<file path="src/hdl/uam_pin_map_regs.vh">
// Purpose: constants for the alternate-mode pin map and resistor decode
// Assumes: included by its bare name from the design files under hdl/
// Notes:   definitions only
//
// Overview of operation
// - low power: bit 3 carries event flag
// - low power: bits 2, 7..4 driven low
// - halt strobe returns six-wire to synchronous
// - six-wire: event, plus, minus, receiver, low
// - keep-clock bit keeps clock in serial
// - halt strobe returns three-wire to synchronous
// - three-wire bit 1 turns with enable
// - three-wire bit 2 turns with enable
// - three-wire: event on 3, 7..4 low
// - decode fields; three-state kind disables all
// - pull-up only peripheral states with termination
// - pull-downs follow their request bits
// - fast termination: speed 00, termination 0
// - host suspend: pull-downs on, others off
// - host resume: pull-downs on, others off
// - direction held high in alternate modes
// - held halt strobe wakes to synchronous
// - low power bits 0, 1 combinational levels
`ifndef UAM_PIN_MAP_REGS_VH
`define UAM_PIN_MAP_REGS_VH

// ===========================================================
// bus mode states
`define UAM_ST_SYNC        2'h0
`define UAM_ST_LOWPWR      2'h1
`define UAM_ST_SIXWIRE     2'h2
`define UAM_ST_THREEWIRE   2'h3

// ===========================================================
// decode field encodings
`define UAM_OPKIND_TRISTATE 2'h1
`define UAM_SPEED_FAST      2'h0

// ===========================================================
// data bus bit positions
`define UAM_BIT_TXEN       0
`define UAM_BIT_DIFF       1
`define UAM_BIT_SEZERO     2
`define UAM_BIT_EVENT      3
`define UAM_BIT_PLUS       4
`define UAM_BIT_MINUS      5
`define UAM_BIT_RCV        6

// ===========================================================
// reset values
`define UAM_RST_ENABLES    1'h0
`define UAM_RST_KEEPCLK    1'h0

`endif

</file>
<file path="src/hdl/uam_pin_map.v">
// Purpose: remap the 8-bit link data bus for low-power, six-wire and
//          three-wire serial modes, and decode resistor enables
// Assumes: all inputs synchronous to mclk; the register file clears the
//          select bits when modeExitPulse fires
// Notes:   line levels pass to the bus without clocking in low power
`timescale 1ns/10ps
`include "uam_pin_map_regs.vh"

module uam_pin_map (
    // clock and reset
    input  wire       mclk,
    input  wire       rstn,
    // mode control from the register file
    input  wire       lowPowerSelect,
    input  wire       sixWireSerialSelect,
    input  wire       threeWireSerialSelect,
    input  wire       keepClockInSerial,
    output wire       modeExitPulse,
    output wire [1:0] busMode,
    // link-side control
    input  wire       haltStrobe,
    output wire       dirOut,
    output wire       clockActive,
    // link data bus, split into input, output and enable
    input  wire [7:0] dataIn,
    output reg  [7:0] dataOut,
    output reg  [7:0] dataOe,
    // synchronous-mode engine
    input  wire [7:0] syncDataOut,
    input  wire [7:0] syncDataOe,
    input  wire       syncDir,
    // event and receiver inputs
    input  wire       eventFlag,
    input  wire [1:0] lineLevel,
    input  wire       plusLineLevel,
    input  wire       minusLineLevel,
    input  wire       diffReceiverOut,
    input  wire       singleEndedZeroRx,
    // serial transmit toward the line drivers
    output reg        serialTxEnable,
    output reg        serialSendDiff,
    output reg        serialSendZeroReq,
    // resistor decode fields
    input  wire [1:0] transceiverSpeedSel,
    input  wire       terminationSel,
    input  wire [1:0] operatingKindSel,
    input  wire       plusLinePulldownReq,
    input  wire       minusLinePulldownReq,
    // resistor enables
    output wire       plusPullupOn,
    output wire       plusPulldownOn,
    output wire       minusPulldownOn,
    output wire       fastTerminationOn
);

    // ===========================================================
    // mode state machine
    reg  [1:0] mode_reg;
    reg  [1:0] mode_next;
    reg        keepClk_reg;
    reg        keepClk_next;
    reg        exit_reg;
    reg        exit_next;
    wire       altMode;

    assign altMode = (mode_reg != `UAM_ST_SYNC);

    // entry only while halt is low, so a held halt cannot bounce the bus
    // straight back out; low power wins over the serial selects
    always @* begin
        mode_next    = mode_reg;
        keepClk_next = keepClk_reg;
        exit_next    = 1'b0;
        case (mode_reg)
            `UAM_ST_SYNC: begin
                if (!haltStrobe && lowPowerSelect) begin
                    mode_next = `UAM_ST_LOWPWR;
                end else if (!haltStrobe && sixWireSerialSelect) begin
                    mode_next    = `UAM_ST_SIXWIRE;
                    keepClk_next = keepClockInSerial;
                end else if (!haltStrobe && threeWireSerialSelect) begin
                    mode_next    = `UAM_ST_THREEWIRE;
                    keepClk_next = keepClockInSerial;
                end
            end
            `UAM_ST_LOWPWR: begin
                if (haltStrobe) begin
                    mode_next = `UAM_ST_SYNC;
                    exit_next = 1'b1;
                end
            end
            `UAM_ST_SIXWIRE: begin
                keepClk_next = keepClockInSerial;
                if (haltStrobe) begin
                    mode_next = `UAM_ST_SYNC;
                    exit_next = 1'b1;
                end
            end
            `UAM_ST_THREEWIRE: begin
                keepClk_next = keepClockInSerial;
                if (haltStrobe) begin
                    mode_next = `UAM_ST_SYNC;
                    exit_next = 1'b1;
                end
            end
            default: begin
                mode_next = `UAM_ST_SYNC;
            end
        endcase
    end

    // state registers
    always @(posedge mclk or negedge rstn) begin
        if (!rstn) begin
            mode_reg    <= `UAM_ST_SYNC;
            keepClk_reg <= `UAM_RST_KEEPCLK;
            exit_reg    <= 1'b0;
        end else begin
            mode_reg    <= mode_next;
            keepClk_reg <= keepClk_next;
            exit_reg    <= exit_next;
        end
    end

    assign busMode       = mode_reg;
    assign modeExitPulse = exit_reg;

    // ===========================================================
    // direction and clock control
    // direction stays owned by the device for the whole alternate mode
    assign dirOut = altMode ? 1'b1 : syncDir;

    // clock stops in low power; serial modes keep it only on request
    assign clockActive = (mode_reg == `UAM_ST_SYNC) |
                         (((mode_reg == `UAM_ST_SIXWIRE) |
                           (mode_reg == `UAM_ST_THREEWIRE)) &
                          keepClk_reg);

    // ===========================================================
    // data bus remap
    // this is combinational by design: low-power line levels must reach
    // the pins without waiting for a clock that may be stopped
    always @* begin
        dataOut = 8'h00;
        dataOe  = 8'h00;
        case (mode_reg)
            `UAM_ST_SYNC: begin
                dataOut = syncDataOut;
                dataOe  = syncDataOe;
            end
            `UAM_ST_LOWPWR: begin
                dataOe                = 8'hff;
                dataOut[1:0]          = lineLevel;
                dataOut[`UAM_BIT_EVENT] = eventFlag;
            end
            `UAM_ST_SIXWIRE: begin
                // bits 2..0 belong to the link
                dataOe                  = 8'hf8;
                dataOut[`UAM_BIT_EVENT] = eventFlag;
                dataOut[`UAM_BIT_PLUS]  = plusLineLevel;
                dataOut[`UAM_BIT_MINUS] = minusLineLevel;
                dataOut[`UAM_BIT_RCV]   = diffReceiverOut;
            end
            `UAM_ST_THREEWIRE: begin
                dataOe = 8'hf8;
                dataOut[`UAM_BIT_EVENT] = eventFlag;
                // bits 1 and 2 turn around with the link's transmit enable
                if (!dataIn[`UAM_BIT_TXEN]) begin
                    dataOe[`UAM_BIT_DIFF]    = 1'b1;
                    dataOe[`UAM_BIT_SEZERO]  = 1'b1;
                    dataOut[`UAM_BIT_DIFF]   = diffReceiverOut;
                    dataOut[`UAM_BIT_SEZERO] = singleEndedZeroRx;
                end
            end
            default: begin
                dataOut = 8'h00;
                dataOe  = 8'h00;
            end
        endcase
    end

    // ===========================================================
    // serial transmit toward the line drivers
    // three-wire send data is only valid while the link owns the pins;
    // gating avoids forwarding our own received data back to the line
    always @* begin
        serialTxEnable    = 1'b0;
        serialSendDiff    = 1'b0;
        serialSendZeroReq = 1'b0;
        case (mode_reg)
            `UAM_ST_SIXWIRE: begin
                serialTxEnable    = dataIn[`UAM_BIT_TXEN];
                serialSendDiff    = dataIn[`UAM_BIT_DIFF];
                serialSendZeroReq = dataIn[`UAM_BIT_SEZERO];
            end
            `UAM_ST_THREEWIRE: begin
                serialTxEnable    = dataIn[`UAM_BIT_TXEN];
                serialSendDiff    = dataIn[`UAM_BIT_TXEN] &
                                    dataIn[`UAM_BIT_DIFF];
                serialSendZeroReq = dataIn[`UAM_BIT_TXEN] &
                                    dataIn[`UAM_BIT_SEZERO];
            end
            default: begin
                serialTxEnable    = 1'b0;
                serialSendDiff    = 1'b0;
                serialSendZeroReq = 1'b0;
            end
        endcase
    end

    // ===========================================================
    // resistor enables; link owns consistency of the fields
    uam_term_decode termDecode (
        .mclk                 (mclk),
        .rstn                 (rstn),
        .transceiverSpeedSel  (transceiverSpeedSel),
        .terminationSel       (terminationSel),
        .operatingKindSel     (operatingKindSel),
        .plusLinePulldownReq  (plusLinePulldownReq),
        .minusLinePulldownReq (minusLinePulldownReq),
        .plusPullupOn         (plusPullupOn),
        .plusPulldownOn       (plusPulldownOn),
        .minusPulldownOn      (minusPulldownOn),
        .fastTerminationOn    (fastTerminationOn)
    );

endmodule

</file>
<file path="src/hdl/uam_term_decode.v">
// Purpose: decode speed, termination, kind and pull-down fields into
//          resistor enables
// Assumes: fields are register outputs steady in mclk domain
// Notes:   enables are registered so they change one edge after a write
`timescale 1ns/10ps
`include "uam_pin_map_regs.vh"

module uam_term_decode (
    // clock and reset
    input  wire       mclk,
    input  wire       rstn,
    // decoding fields
    input  wire [1:0] transceiverSpeedSel,
    input  wire       terminationSel,
    input  wire [1:0] operatingKindSel,
    input  wire       plusLinePulldownReq,
    input  wire       minusLinePulldownReq,
    // resistor enables
    output reg        plusPullupOn,
    output reg        plusPulldownOn,
    output reg        minusPulldownOn,
    output reg        fastTerminationOn
);

    // ===========================================================
    // combinational decode
    reg  plusPullupNext;
    reg  plusPulldownNext;
    reg  minusPulldownNext;
    reg  fastTermNext;
    wire driversOff;

    assign driversOff = (operatingKindSel == `UAM_OPKIND_TRISTATE);

    // host states request the plus pull-down, so the pull-up tracks its
    // absence; suspend and resume with termination select then stay off
    always @* begin
        plusPullupNext    = terminationSel & ~plusLinePulldownReq;
        plusPulldownNext  = plusLinePulldownReq;
        minusPulldownNext = minusLinePulldownReq;
        fastTermNext      = (transceiverSpeedSel == `UAM_SPEED_FAST)
                            & ~terminationSel;
        if (driversOff) begin
            plusPullupNext    = 1'b0;
            plusPulldownNext  = 1'b0;
            minusPulldownNext = 1'b0;
            fastTermNext      = 1'b0;
        end
    end

    // ===========================================================
    // enables take the new fields on the following edge
    always @(posedge mclk or negedge rstn) begin
        if (!rstn) begin
            plusPullupOn      <= `UAM_RST_ENABLES;
            plusPulldownOn    <= `UAM_RST_ENABLES;
            minusPulldownOn   <= `UAM_RST_ENABLES;
            fastTerminationOn <= `UAM_RST_ENABLES;
        end else begin
            plusPullupOn      <= plusPullupNext;
            plusPulldownOn    <= plusPulldownNext;
            minusPulldownOn   <= minusPulldownNext;
            fastTerminationOn <= fastTermNext;
        end
    end

endmodule

</file>
<file path="config.mk">
export PLATFORM = sky130hd
export DESIGN_NAME = uam_pin_map
export DESIGN_NICKNAME = d
export VERILOG_FILES = /design/src/hdl/uam_pin_map.v /design/src/hdl/uam_term_decode.v
export VERILOG_INCLUDE_DIRS = /design/src /design/src/hdl
export SDC_FILE = /design/constraint.sdc
export NUM_CORES = 1
export LEC_CHECK = 0
export ABC_AREA = 0
export BUFFER_PORTS_ARGS = -buffer_cell sky130_fd_sc_hd__buf_2
export CAP_MARGIN = 10
export CORE_MARGIN = 8
export CORE_UTILIZATION = 37
export CTS_CLUSTER_SIZE = 8
export DETAILED_ROUTE_END_ITERATION = 6
export GPL_TIMING_DRIVEN = 0
export PLACE_DENSITY = 0.9
export RECOVER_POWER = 25
export SYNTH_ARGS = -nofsm -noshare
export SYNTH_HDL_FRONTEND = slang
export SYNTH_SLANG_ARGS = --single-unit
export TNS_END_PERCENT = 1
</file>
<file path="constraint.sdc">
create_clock -name mclk -period 3.9 [get_ports mclk]
set_clock_uncertainty 0.15 [all_clocks]
set_input_delay 0.78 -clock mclk [delete_from_list [all_inputs] [get_ports mclk]]
set_output_delay 0.78 -clock mclk [all_outputs]
set_load 0.02 [all_outputs]
</file>
==> results.json, run 1 <==
{
  "area_growth_syn_to_layout_pct": 54.8,
  "finalNetCount": 214,
  "initial_antenna_violation_count": 0,
  "yosysTopAreaCell": "dfrtp_1",
  "seq_area_frac_synth_pct": 27.7,
  "route.antenna.remaining_nets": 0,
  "drtPass1Iterations": 4,
  "worst_hold_path_type": "in2async",
  "worst_setup_path_start_kind": "flip-flop",
  "edff_count_synth": 0,
  "layout-drive-gt1-share_pct": 48.1,
  "power.static_leakage_nw": 0.622,
  "cellPowerDensity_nw_per_um2": 695,
  "buffer_levels_on_the_longest_clock_path": 2,
  "timing.critical_path.buf_inv": 4,
  "critical_path.max_fanout": 10,
  "r2r_start": "busMode[1]",
  "finalSetupTns_ns": 0,
  "timing.critical_path.slowest_cell_delay_ns": 0.48,
  "syn-num-nets": 141,
  "critical_path.most_common_cell": "buf_2",
  "maximum_number_of_pins_on_one_net_before_global_route_repair": 11,
  "gp_congestion": 0.832,
  "dpl.hpwl_mm": 2.20,
  "drt_wl_total_mm": 2.55,
  "clock_buffers_created_by_tritoncts": 3,
  "final_area_um2": 1120,
  "crit_path_depth": 7,
  "detail_route.vias_per_cell": 5.00,
  "placement_rows": 16,
  "drt-wirelength-per-cell_um": 13.8,
  "worst_pin_slew_ns": 0.409,
  "drt-initial-drc-count": 55,
  "syn-cell-area_um2": 722,
  "floorplan.initialDensity_pct": 38.0,
  "yosys.cell_count.top_type": "nand2_1",
  "grt_setup_unrepaired": "false",
  "type_of_destination_of_the_critical_path": "output port",
  "synth_cell_type_count": 29,
  "final_max_slew_viol_count": 0,
  "die-height_um": 60.2,
  "post_cts_resize_count": 0,
  "cts.sink_count": 8,
  "ys.flop_type": "dfrtp_1",
  "vdd.ir_drop.worst_v": 0.000259,
  "htreeDepth": 1,
  "fmaxAchievable_mhz": 338,
  "synth_commonest_cells": "nand2_1, nand2b_1, nor2_1, dfrtp_1, ha_1",
  "place.port_buffers": 68,
  "postSynthRegisterBits": 8,
  "syn-instance-count": 87,
  "synth.avg_cell_area_um2": 8.30,
  "wire_length_of_the_first_global_routing_pass_mm": 3.93,
  "antennaDiodeCount": 0,
  "timing.reg2reg.setup_slack_ns": 2.07,
  "finalHoldWorstSlack_ns": 0.284,
  "timing.max_cap.violations": 0,
  "die_area_um2": 3620,
  "crit_type": "reg2out",
  "die_x_um": 60.2,
  "first_global_vias": 931,
  "timing.final.hold_violations": 0,
  "clock-root-buffer": "clkbuf_4",
  "fin_crit_sh_pct": 75.8,
  "slew_headroom_pct": 72.7,
  "setup_violations": 0,
  "crit_arrival_ns": 2.03,
  "launching_element_of_the_worst_setup_path": "busMode[1]",
  "filler_cells_inserted": 177,
  "worst_ep_required_time_ns": 2.97,
  "min_period_ns": 2.96,
  "cts_tree": "built",
  "r2r.worst_path.cells": 6,
  "clock_latency_ns": 0.24,
  "postSynth.asyncResetShare_pct": 100,
  "p_total_w": 0.000777,
  "post_layout_nonfiller_instances": 185,
  "vias": 925,
  "detail_route.drc_violations": 0,
  "placed_cells_incl_taps": 182,
  "post_dp_cell_area_um2": 1100,
  "io_pins": 74,
  "netlist_top_cells_area": "dfrtp_1, ha_1, nand2b_1",
  "worst_r2r_endpoint": "keepClk_reg",
  "cp-endpoint": "dataOut[2]",
  "number_of_buffers_added_to_fix_hold_violations_after_cts": 0,
  "groute.usage.overall_pct": 13.8,
  "status": "finished clean",
  "cts_post_setup_buffers_inserted": 0,
  "chain_of_cells_forming_the_critical_path": "inv_1, ha_1, buf_2, buf_1, a22oi_1, nor2_1, buf_2",
  "netlist.area_leader.share_pct": 27.7,
  "worst_setup_hold_path_clk_slew_ns": 0.05,
  "synth-warning-count": 0,
  "crit_slowest_cell": "dfrtp_1",
  "timing.critical_path.max_delay_family": "buffers and inverters",
  "grt_overflow_total": 0,
  "core_box_area_um2": 1900,
  "number_of_flip_flops_in_the_largest_register": 2
}
==> report_power, final <==
group	internal (W)	switching, W	total, W
sequential	0.000105	0.0000310	0.000136
combinational	0.000214	0.000368	0.000582
clock	0.0000350	0.0000244	0.0000594
==> area by class of cell <==
| class | instances | area [um^2] | share of cell area, % |
|---|---|---|---|
| Tap cell | 27 | 33.8 | 3.02 |
| Multi-Input combinational cell | 72 | 492 | 44.0 |
| Sequential cell | 8 | 200 | 17.9 |
| Inverter | 3 | 11.3 | 1.01 |
| Buffer | 4 | 18.8 | 1.68 |
| Timing Repair Buffer | 68 | 339 | 30.3 |
| Clock buffer | 3 | 22.5 | 2.02 |
==> per-layer routing <==
layer	global-route usage, %	vias to the layer above	wire length (um)	part of all wire [%]
met2	24.1	65	1150	45
met3	6.24	2	445	17
met4	5.10	0	4	0.16
li1	-	444	-	-
met5	0	-	0	0
met1	13.8	414	944	37
==> cell usage in the layout, fill, tap and decap left out, types with 2 or more instances in the layout <==
| master | n |
|---|---|
| buf_2 | 70 |
| nand2_1 | 10 |
| nand2b_1 | 9 |
| nor2_1 | 9 |
| ha_1 | 8 |
| dfrtp_1 | 8 |
| a21oi_1 | 6 |
| and2_1 | 5 |
| inv_1 | 3 |
| a22oi_1 | 3 |
| a31oi_1 | 3 |
| clkbuf_4 | 3 |
| o21ai_0 | 2 |
| nor2b_1 | 2 |
==> through the flow <==
step / setup WS, ns / util [%]
4_1_cts: 0.936 / 58.8
5_1_grt: 0.749 / 58.8
6_report: 0.942 / 58.8
3_5_place_dp: 1.21 / 57.6
3_3_place_gp: 1.26 / 57.6
2_1_floorplan: 1.27 / -
==> worst register-to-register path, delay by kind of cell, from the launching register on <==
| family | cells | cell delay, ns |
|---|---|---|
| simple gates | 1 | 0.10 |
| fa+ha+maj | 1 | 0.16 |
| compound gates | 1 | 0.17 |
| flops | 1 | 0.48 |
| buf+inv | 3 | 0.71 |
==> how the worst min path moves through the flow <==
| stage | startpoint | to | slack, ns | cells past startpoint |
|---|---|---|---|---|
| final | rstn | termDecode.plusPullupOn | 0.28 | 1 |
| after global placement | keepClk_reg | keepClk_reg | 0.41 | 2 |
| after detailed placement | keepClk_reg | keepClk_reg | 0.42 | 2 |
| after floorplan | rstn | busMode[0] | 0.33 | 0 |
| after global routing | rstn | termDecode.plusPullupOn | 0.31 | 1 |
| after CTS | rstn | termDecode.fastTerminationOn | 0.21 | 1 |
==> cell families after synthesis <==
family	after synthesis	share of synthesized area (%)
compound gates	20	19.8
fa+ha+maj	8	13.9
buf+inv	7	4.16
flops	8	27.7
mux	3	4.51
simple gates	41	30.0
No activity file was read; power rests on OpenSTA's default activity.
==> run 2, diff against run 1 <==
Settings changed: ABC_AREA 0 to 1, CORE_UTILIZATION 37 to 34, PLACE_DENSITY 0.9 to 0.84.
Clock period 3.9 ns to 2.77 ns, I/O delays scaled along.
==> run 2 against run 1 <==
Die area is 4.5% higher; sequential power grew 32%; hold slack improved by 0.016 ns; global-route usage fell by 1.7 points; combinational power rose by 45%; critical endpoint is now dataOe[4]; largest power group unchanged.
==> results.json, run 2 <==
{
  "finalSetupTns_ns": 0,
  "drtPass1Iterations": 4,
  "floorplan.initialDensity_pct": 35.9,
  "fmaxAchievable_mhz": 408,
  "drt-wirelength-per-cell_um": 11.8,
  "crit_arrival_ns": 1.75,
  "detail_route.vias_per_cell": 4.40,
  "critical_path.max_fanout": 9,
  "grt_setup_unrepaired": "false",
  "wire_length_of_the_first_global_routing_pass_mm": 3.59,
  "synth-warning-count": 0,
  "slew_headroom_pct": 73.1,
  "initial_antenna_violation_count": 0,
  "drt_wl_total_mm": 2.41,
  "number_of_flip_flops_in_the_largest_register": 2,
  "worst_hold_path_type": "in2reg",
  "finalCoreUtilization_pct": 56.6,
  "groute.usage.overall_pct": 12.1,
  "worst_pin_slew_ns": 0.404,
  "route.antenna.remaining_nets": 0,
  "maximum_number_of_pins_on_one_net_before_global_route_repair": 11,
  "worst_ep_required_time_ns": 2.07,
  "postSynthRegisterBits": 8,
  "vias": 902,
  "io_pins": 74,
  "cts.sink_count": 8,
  "gp_congestion": 0.790,
  "timing.final.hold_violations": 0,
  "launching_element_of_the_worst_setup_path": "busMode[1]",
  "postSynth.asyncResetShare_pct": 100,
  "fin_crit_sh_pct": 88.5,
  "placement_rows": 16,
  "final_max_slew_viol_count": 0,
  "vdd.ir_drop.worst_v": 0.000388,
  "edff_count_synth": 0,
  "worst_setup_path_start_kind": "flip-flop",
  "timing.max_cap.violations": 0,
  "min_period_ns": 2.45,
  "dpl.hpwl_mm": 2.03,
  "clock-root-buffer": "clkbuf_4",
  "yosysTopAreaCell": "dfrtp_1",
  "die_x_um": 61.5,
  "synth_commonest_cells": "nand2_1, nor2_1, inv_1, dfrtp_1, ha_1",
  "cellPowerDensity_nw_per_um2": 1000,
  "first_global_vias": 904,
  "ys.flop_type": "dfrtp_1",
  "status": "finished clean",
  "power.static_leakage_nw": 0.679,
  "syn-num-nets": 160,
  "yosys.cell_count.top_type": "nand2_1",
  "synth_cell_type_count": 19,
  "syn-cell-area_um2": 704,
  "htreeDepth": 1,
  "place.port_buffers": 68,
  "hp-start": "transceiverSpeedSel[0]",
  "finalNetCount": 234,
  "layout.cells.most_common_list": "buf_2, nand2_1, nor2_1, inv_1",
  "clock_buffers_created_by_tritoncts": 3,
  "synth.avg_cell_area_um2": 6.65,
  "netlist_top_cells_area": "dfrtp_1, nand2_1, ha_1",
  "post_layout_nonfiller_instances": 205,
  "filler_cells_inserted": 213,
  "worst_setup_hold_path_clk_slew_ns": 0.05,
  "die-height_um": 61.5,
  "syn-instance-count": 106,
  "r2r_start": "busMode[1]",
  "post_cts_resize_count": 0,
  "netlist.area_leader.share_pct": 28.4,
  "type_of_destination_of_the_critical_path": "output port",
  "p_total_w": 0.00111,
  "area_growth_syn_to_layout_pct": 57.5,
  "setup_violations": 0,
  "crit_type": "reg2out",
  "final_common_cell": "buf_2",
  "grt_overflow_total": 0,
  "antennaDiodeCount": 0,
  "clock_latency_ns": 0.25,
  "finalHoldWorstSlack_ns": 0.300,
  "drt-initial-drc-count": 67,
  "seq_area_frac_synth_pct": 28.4,
  "layout-drive-gt1-share_pct": 46.1,
  "core_box_area_um2": 1960,
  "placed_cells_incl_taps": 201,
  "detail_route.drc_violations": 0,
  "die_area_um2": 3780,
  "cts_tree": "built",
  "buffer_levels_on_the_longest_clock_path": 2
}
run 2: power by group:
group / leakage [nW] / internal, W / switching (W)
sequential: 0.101 / 0.000147 / 0.0000337
combinational: 0.564 / 0.000293 / 0.000551
clock: 0.0138 / 0.0000496 / 0.0000396
run 2: path summary, 6_finish.rpt:
| kind | to | slack [ns] | depth (start not counted) |
|---|---|---|---|
| max in group asynchronous | modeExitPulse | 1.60 | 2 |
| hold / removal | termDecode.fastTerminationOn | 0.30 | 2 |
| hold reg to reg | keepClk_reg | 0.34 | 2 |
| min in group asynchronous | termDecode.minusPulldownOn | 0.58 | 2 |
| setup reg to reg | keepClk_reg | 1.16 | 9 |
| setup / recovery | dataOe[4] | 0.32 | 6 |
run 2: per-layer routing:
layer | vias up | track usage, % | wire, um
met1 | 372 | 13.2 | 865
li1 | 473 | - | -
met2 | 55 | 19.9 | 1080
met4 | 0 | 3.90 | 4
met5 | - | 0 | 0
met3 | 2 | 5.85 | 457
run 2: through the flow:
step	setup WS, ns	cell area [um^2]
floorplan	0.544	704
global placement	0.631	1080
detailed placement	0.591	1080
CTS	0.319	1110
global route	0.186	1110
finish	0.319	1110
run 2: layout make-up:
type | instances | area [um^2] | area share (%)
inverter | 13 | 51.3 | 4.62
clock buffer | 3 | 22.5 | 2.03
tap | 27 | 33.8 | 3.04
buffer | 2 | 18.8 | 1.69
timing repair buffer | 69 | 349 | 31.5
multi-input combinational | 83 | 434 | 39.1
sequential | 8 | 200 | 18.0
run 2: cells by family after synthesis:
| kind of cell | share of synthesized area (%) |
|---|---|
| and+or+nand+nor | 38.9 |
| AOI/OAI and AO/OA | 8.53 |
| adders and majority gates | 14.2 |
| buffers and inverters | 9.95 |
| DFF | 28.4 |
run 2: worst max-delay path, cell delays in order, from the launching register on:
cell     delay (ns)
dfrtp_1        0.46
inv_1          0.19
ha_1           0.17
buf_4          0.16
inv_2          0.08
or2_2          0.27
buf_2          0.16
run 2: repair_timing:
item | in CTS | in global routing
setup buffers | 0 | 0
hold endpoints to repair | 8 | 0
hold buffers | 1 | 0
==> run 3, diff against run 2 <==
Settings changed: CORE_ASPECT_RATIO set to 1.25, CORE_UTILIZATION 34 to 37, PLACE_DENSITY 0.84 to 0.9.
Clock period 2.77 ns to 2.9 ns, I/O delays scaled along.
==> run 3 against run 2 <==
Core utilization is 5.0 points higher; sequential power is 3% lower; worst setup slack better by 0.092 ns; global-route usage is 0.53 points higher; critical path depth stayed put; via count is 0.33% higher; wire length is 2.5% lower; design area is 0.90% lower; count of clock-buffer cells in the layout stayed put; critical endpoint is now dataOe[3]; highest routed layer unchanged.
==> results.json, run 3 (same netlist as run 2, synthesis figures left out) <==
{
  "status": "finished clean",
  "worst_setup_hold_path_clk_slew_ns": 0.05,
  "worst_hold_path_type": "reg2reg",
  "post_cts_resize_count": 0,
  "vdd.ir_drop.worst_v": 0.000663,
  "power.static_leakage_nw": 0.679,
  "area_growth_syn_to_layout_pct": 56.1,
  "drt_wl_total_mm": 2.35,
  "critical_path.max_fanout": 9,
  "vias": 905,
  "detail_route.vias_per_cell": 4.59,
  "die_x_um": 55.0,
  "layout.cells.most_common_list": "buf_2, nand2_1, nor2_1, inv_1",
  "type_of_destination_of_the_critical_path": "output port",
  "post_dp_cell_area_um2": 1070,
  "initial_antenna_violation_count": 0,
  "place.port_buffers": 68,
  "clock_buffers_created_by_tritoncts": 3,
  "worst_pin_slew_ns": 0.387,
  "switching_power_w": 0.000586,
  "buffer_levels_on_the_longest_clock_path": 2,
  "drt-wirelength-per-cell_um": 11.9,
  "crit_type": "reg2out",
  "finalCoreUtilization_pct": 61.6,
  "grt_setup_unrepaired": "false",
  "wire_length_of_the_first_global_routing_pass_mm": 3.55,
  "number_of_flip_flops_in_the_largest_register": 2,
  "timing.final.hold_violations": 0,
  "timing.max_cap.violations": 0,
  "first_global_vias": 887,
  "route.antenna.remaining_nets": 0,
  "gp_congestion": 0.755,
  "number_of_buffers_added_to_fix_hold_violations_after_cts": 1,
  "internal_power_w": 0.000469,
  "antennaDiodeCount": 0,
  "power.share.sequential_pct": 16.5,
  "clock_latency_ns": 0.25,
  "slew_headroom_pct": 74.2,
  "finalSetupTns_ns": 0,
  "final_area_um2": 1100,
  "filler_cells_inserted": 166,
  "crit_slowest_cell": "dfrtp_1",
  "fmaxAchievable_mhz": 402,
  "cts_post_setup_buffers_inserted": 0,
  "placement_rows": 17,
  "dpl.hpwl_mm": 2.02,
  "min_period_ns": 2.49,
  "p_comb_share_pct": 75.6,
  "timing.critical_path.max_delay_family": "buffers and inverters",
  "final_common_cell": "buf_2",
  "floorplan.initialDensity_pct": 39.4,
  "crit_arrival_ns": 1.76,
  "cellPowerDensity_nw_per_um2": 959,
  "die_area_um2": 3560,
  "finalHoldWorstSlack_ns": 0.323,
  "io_pins": 74,
  "maximum_number_of_pins_on_one_net_before_global_route_repair": 11,
  "final_max_slew_viol_count": 0,
  "chain_of_cells_forming_the_critical_path": "inv_1, ha_1, buf_4, inv_2, or2_2, buf_2",
  "setup_violations": 0,
  "grt_overflow_total": 0,
  "worst_ep_required_time_ns": 2.17,
  "timing.critical_path.buf_inv": 4,
  "clock-root-buffer": "clkbuf_4",
  "cts_tree": "built",
  "detail_route.drc_violations": 0,
  "finalNetCount": 234,
  "timing.critical_path.slowest_cell_delay_ns": 0.47,
  "htreeDepth": 1,
  "drt-initial-drc-count": 9,
  "layout-drive-gt1-share_pct": 46.1,
  "pre_cts_slack_ns": 0.677,
  "groute.usage.overall_pct": 12.6,
  "worst_setup_path_start_kind": "flip-flop",
  "share_clk_of_total_power_pct": 7.9,
  "setup_ws_ns": 0.411,
  "core_box_area_um2": 1790,
  "power_switching_share_pct": 55.6,
  "fin_crit_sh_pct": 85.8,
  "drtPass1Iterations": 4,
  "die-height_um": 64.8,
  "cts.sink_count": 8
}
run 3: per-stage QoR:
| step | cells | power, W |
|---|---|---|
| global route | 197 | 0.00116 |
| detailed placement | 193 | 0.000983 |
| global placement | 193 | 0.000962 |
| floorplan | 106 | 0.000723 |
| finish | 197 | 0.00105 |
| CTS | 197 | 0.00107 |
run 3: worst min-delay path: stages, from the launching register on:
cell,delay (ns)
dfrtp_1,0.34
nand2_1,0.05
nand2_1,0.05
run 3: area by class of cell:
type	instances	area, um^2	area share, %
Buffer	2	18.8	1.71
Tap cell	19	23.8	2.16
Timing Repair Buffer	69	349	31.7
Clock buffer	3	22.5	2.05
Sequential cell	8	200	18.2
Inverter	13	51.3	4.66
Multi-Input combinational cell	83	434	39.5
run 3: path summary, 6_finish.rpt:
path / startpoint / endpoint / slack, ns / cells past startpoint
worst min register to register: keepClk_reg / keepClk_reg / 0.32 / 2
worst min-delay path: keepClk_reg / keepClk_reg / 0.32 / 2
max in group asynchronous: rstn / termDecode.minusPulldownOn / 1.71 / 2
worst max-delay path: busMode[1] / dataOe[3] / 0.41 / 6
worst max register to register: busMode[1] / busMode[0] / 1.30 / 8
min in group asynchronous: rstn / modeExitPulse / 0.62 / 2
run 3: layer usage:
metal | track usage (%) | vias to the layer above | routed length (um)
met2 | 22.4 | 38 | 1260
met3 | 1.60 | 4 | 234
met5 | 0 | - | 0
met1 | 13.7 | 390 | 839
li1 | - | 473 | -
met4 | 6.02 | 0 | 19
run 3: power groups by stage:
stage               Sequential [W]  Clock [W]  Combinational, W
finish                    0.000174  0.0000829          0.000798
global route              0.000180  0.0000909          0.000887
CTS                       0.000175  0.0000861          0.000810
detailed placement        0.000177          0          0.000806
global placement          0.000174          0          0.000788
floorplan                 0.000196          0          0.000527
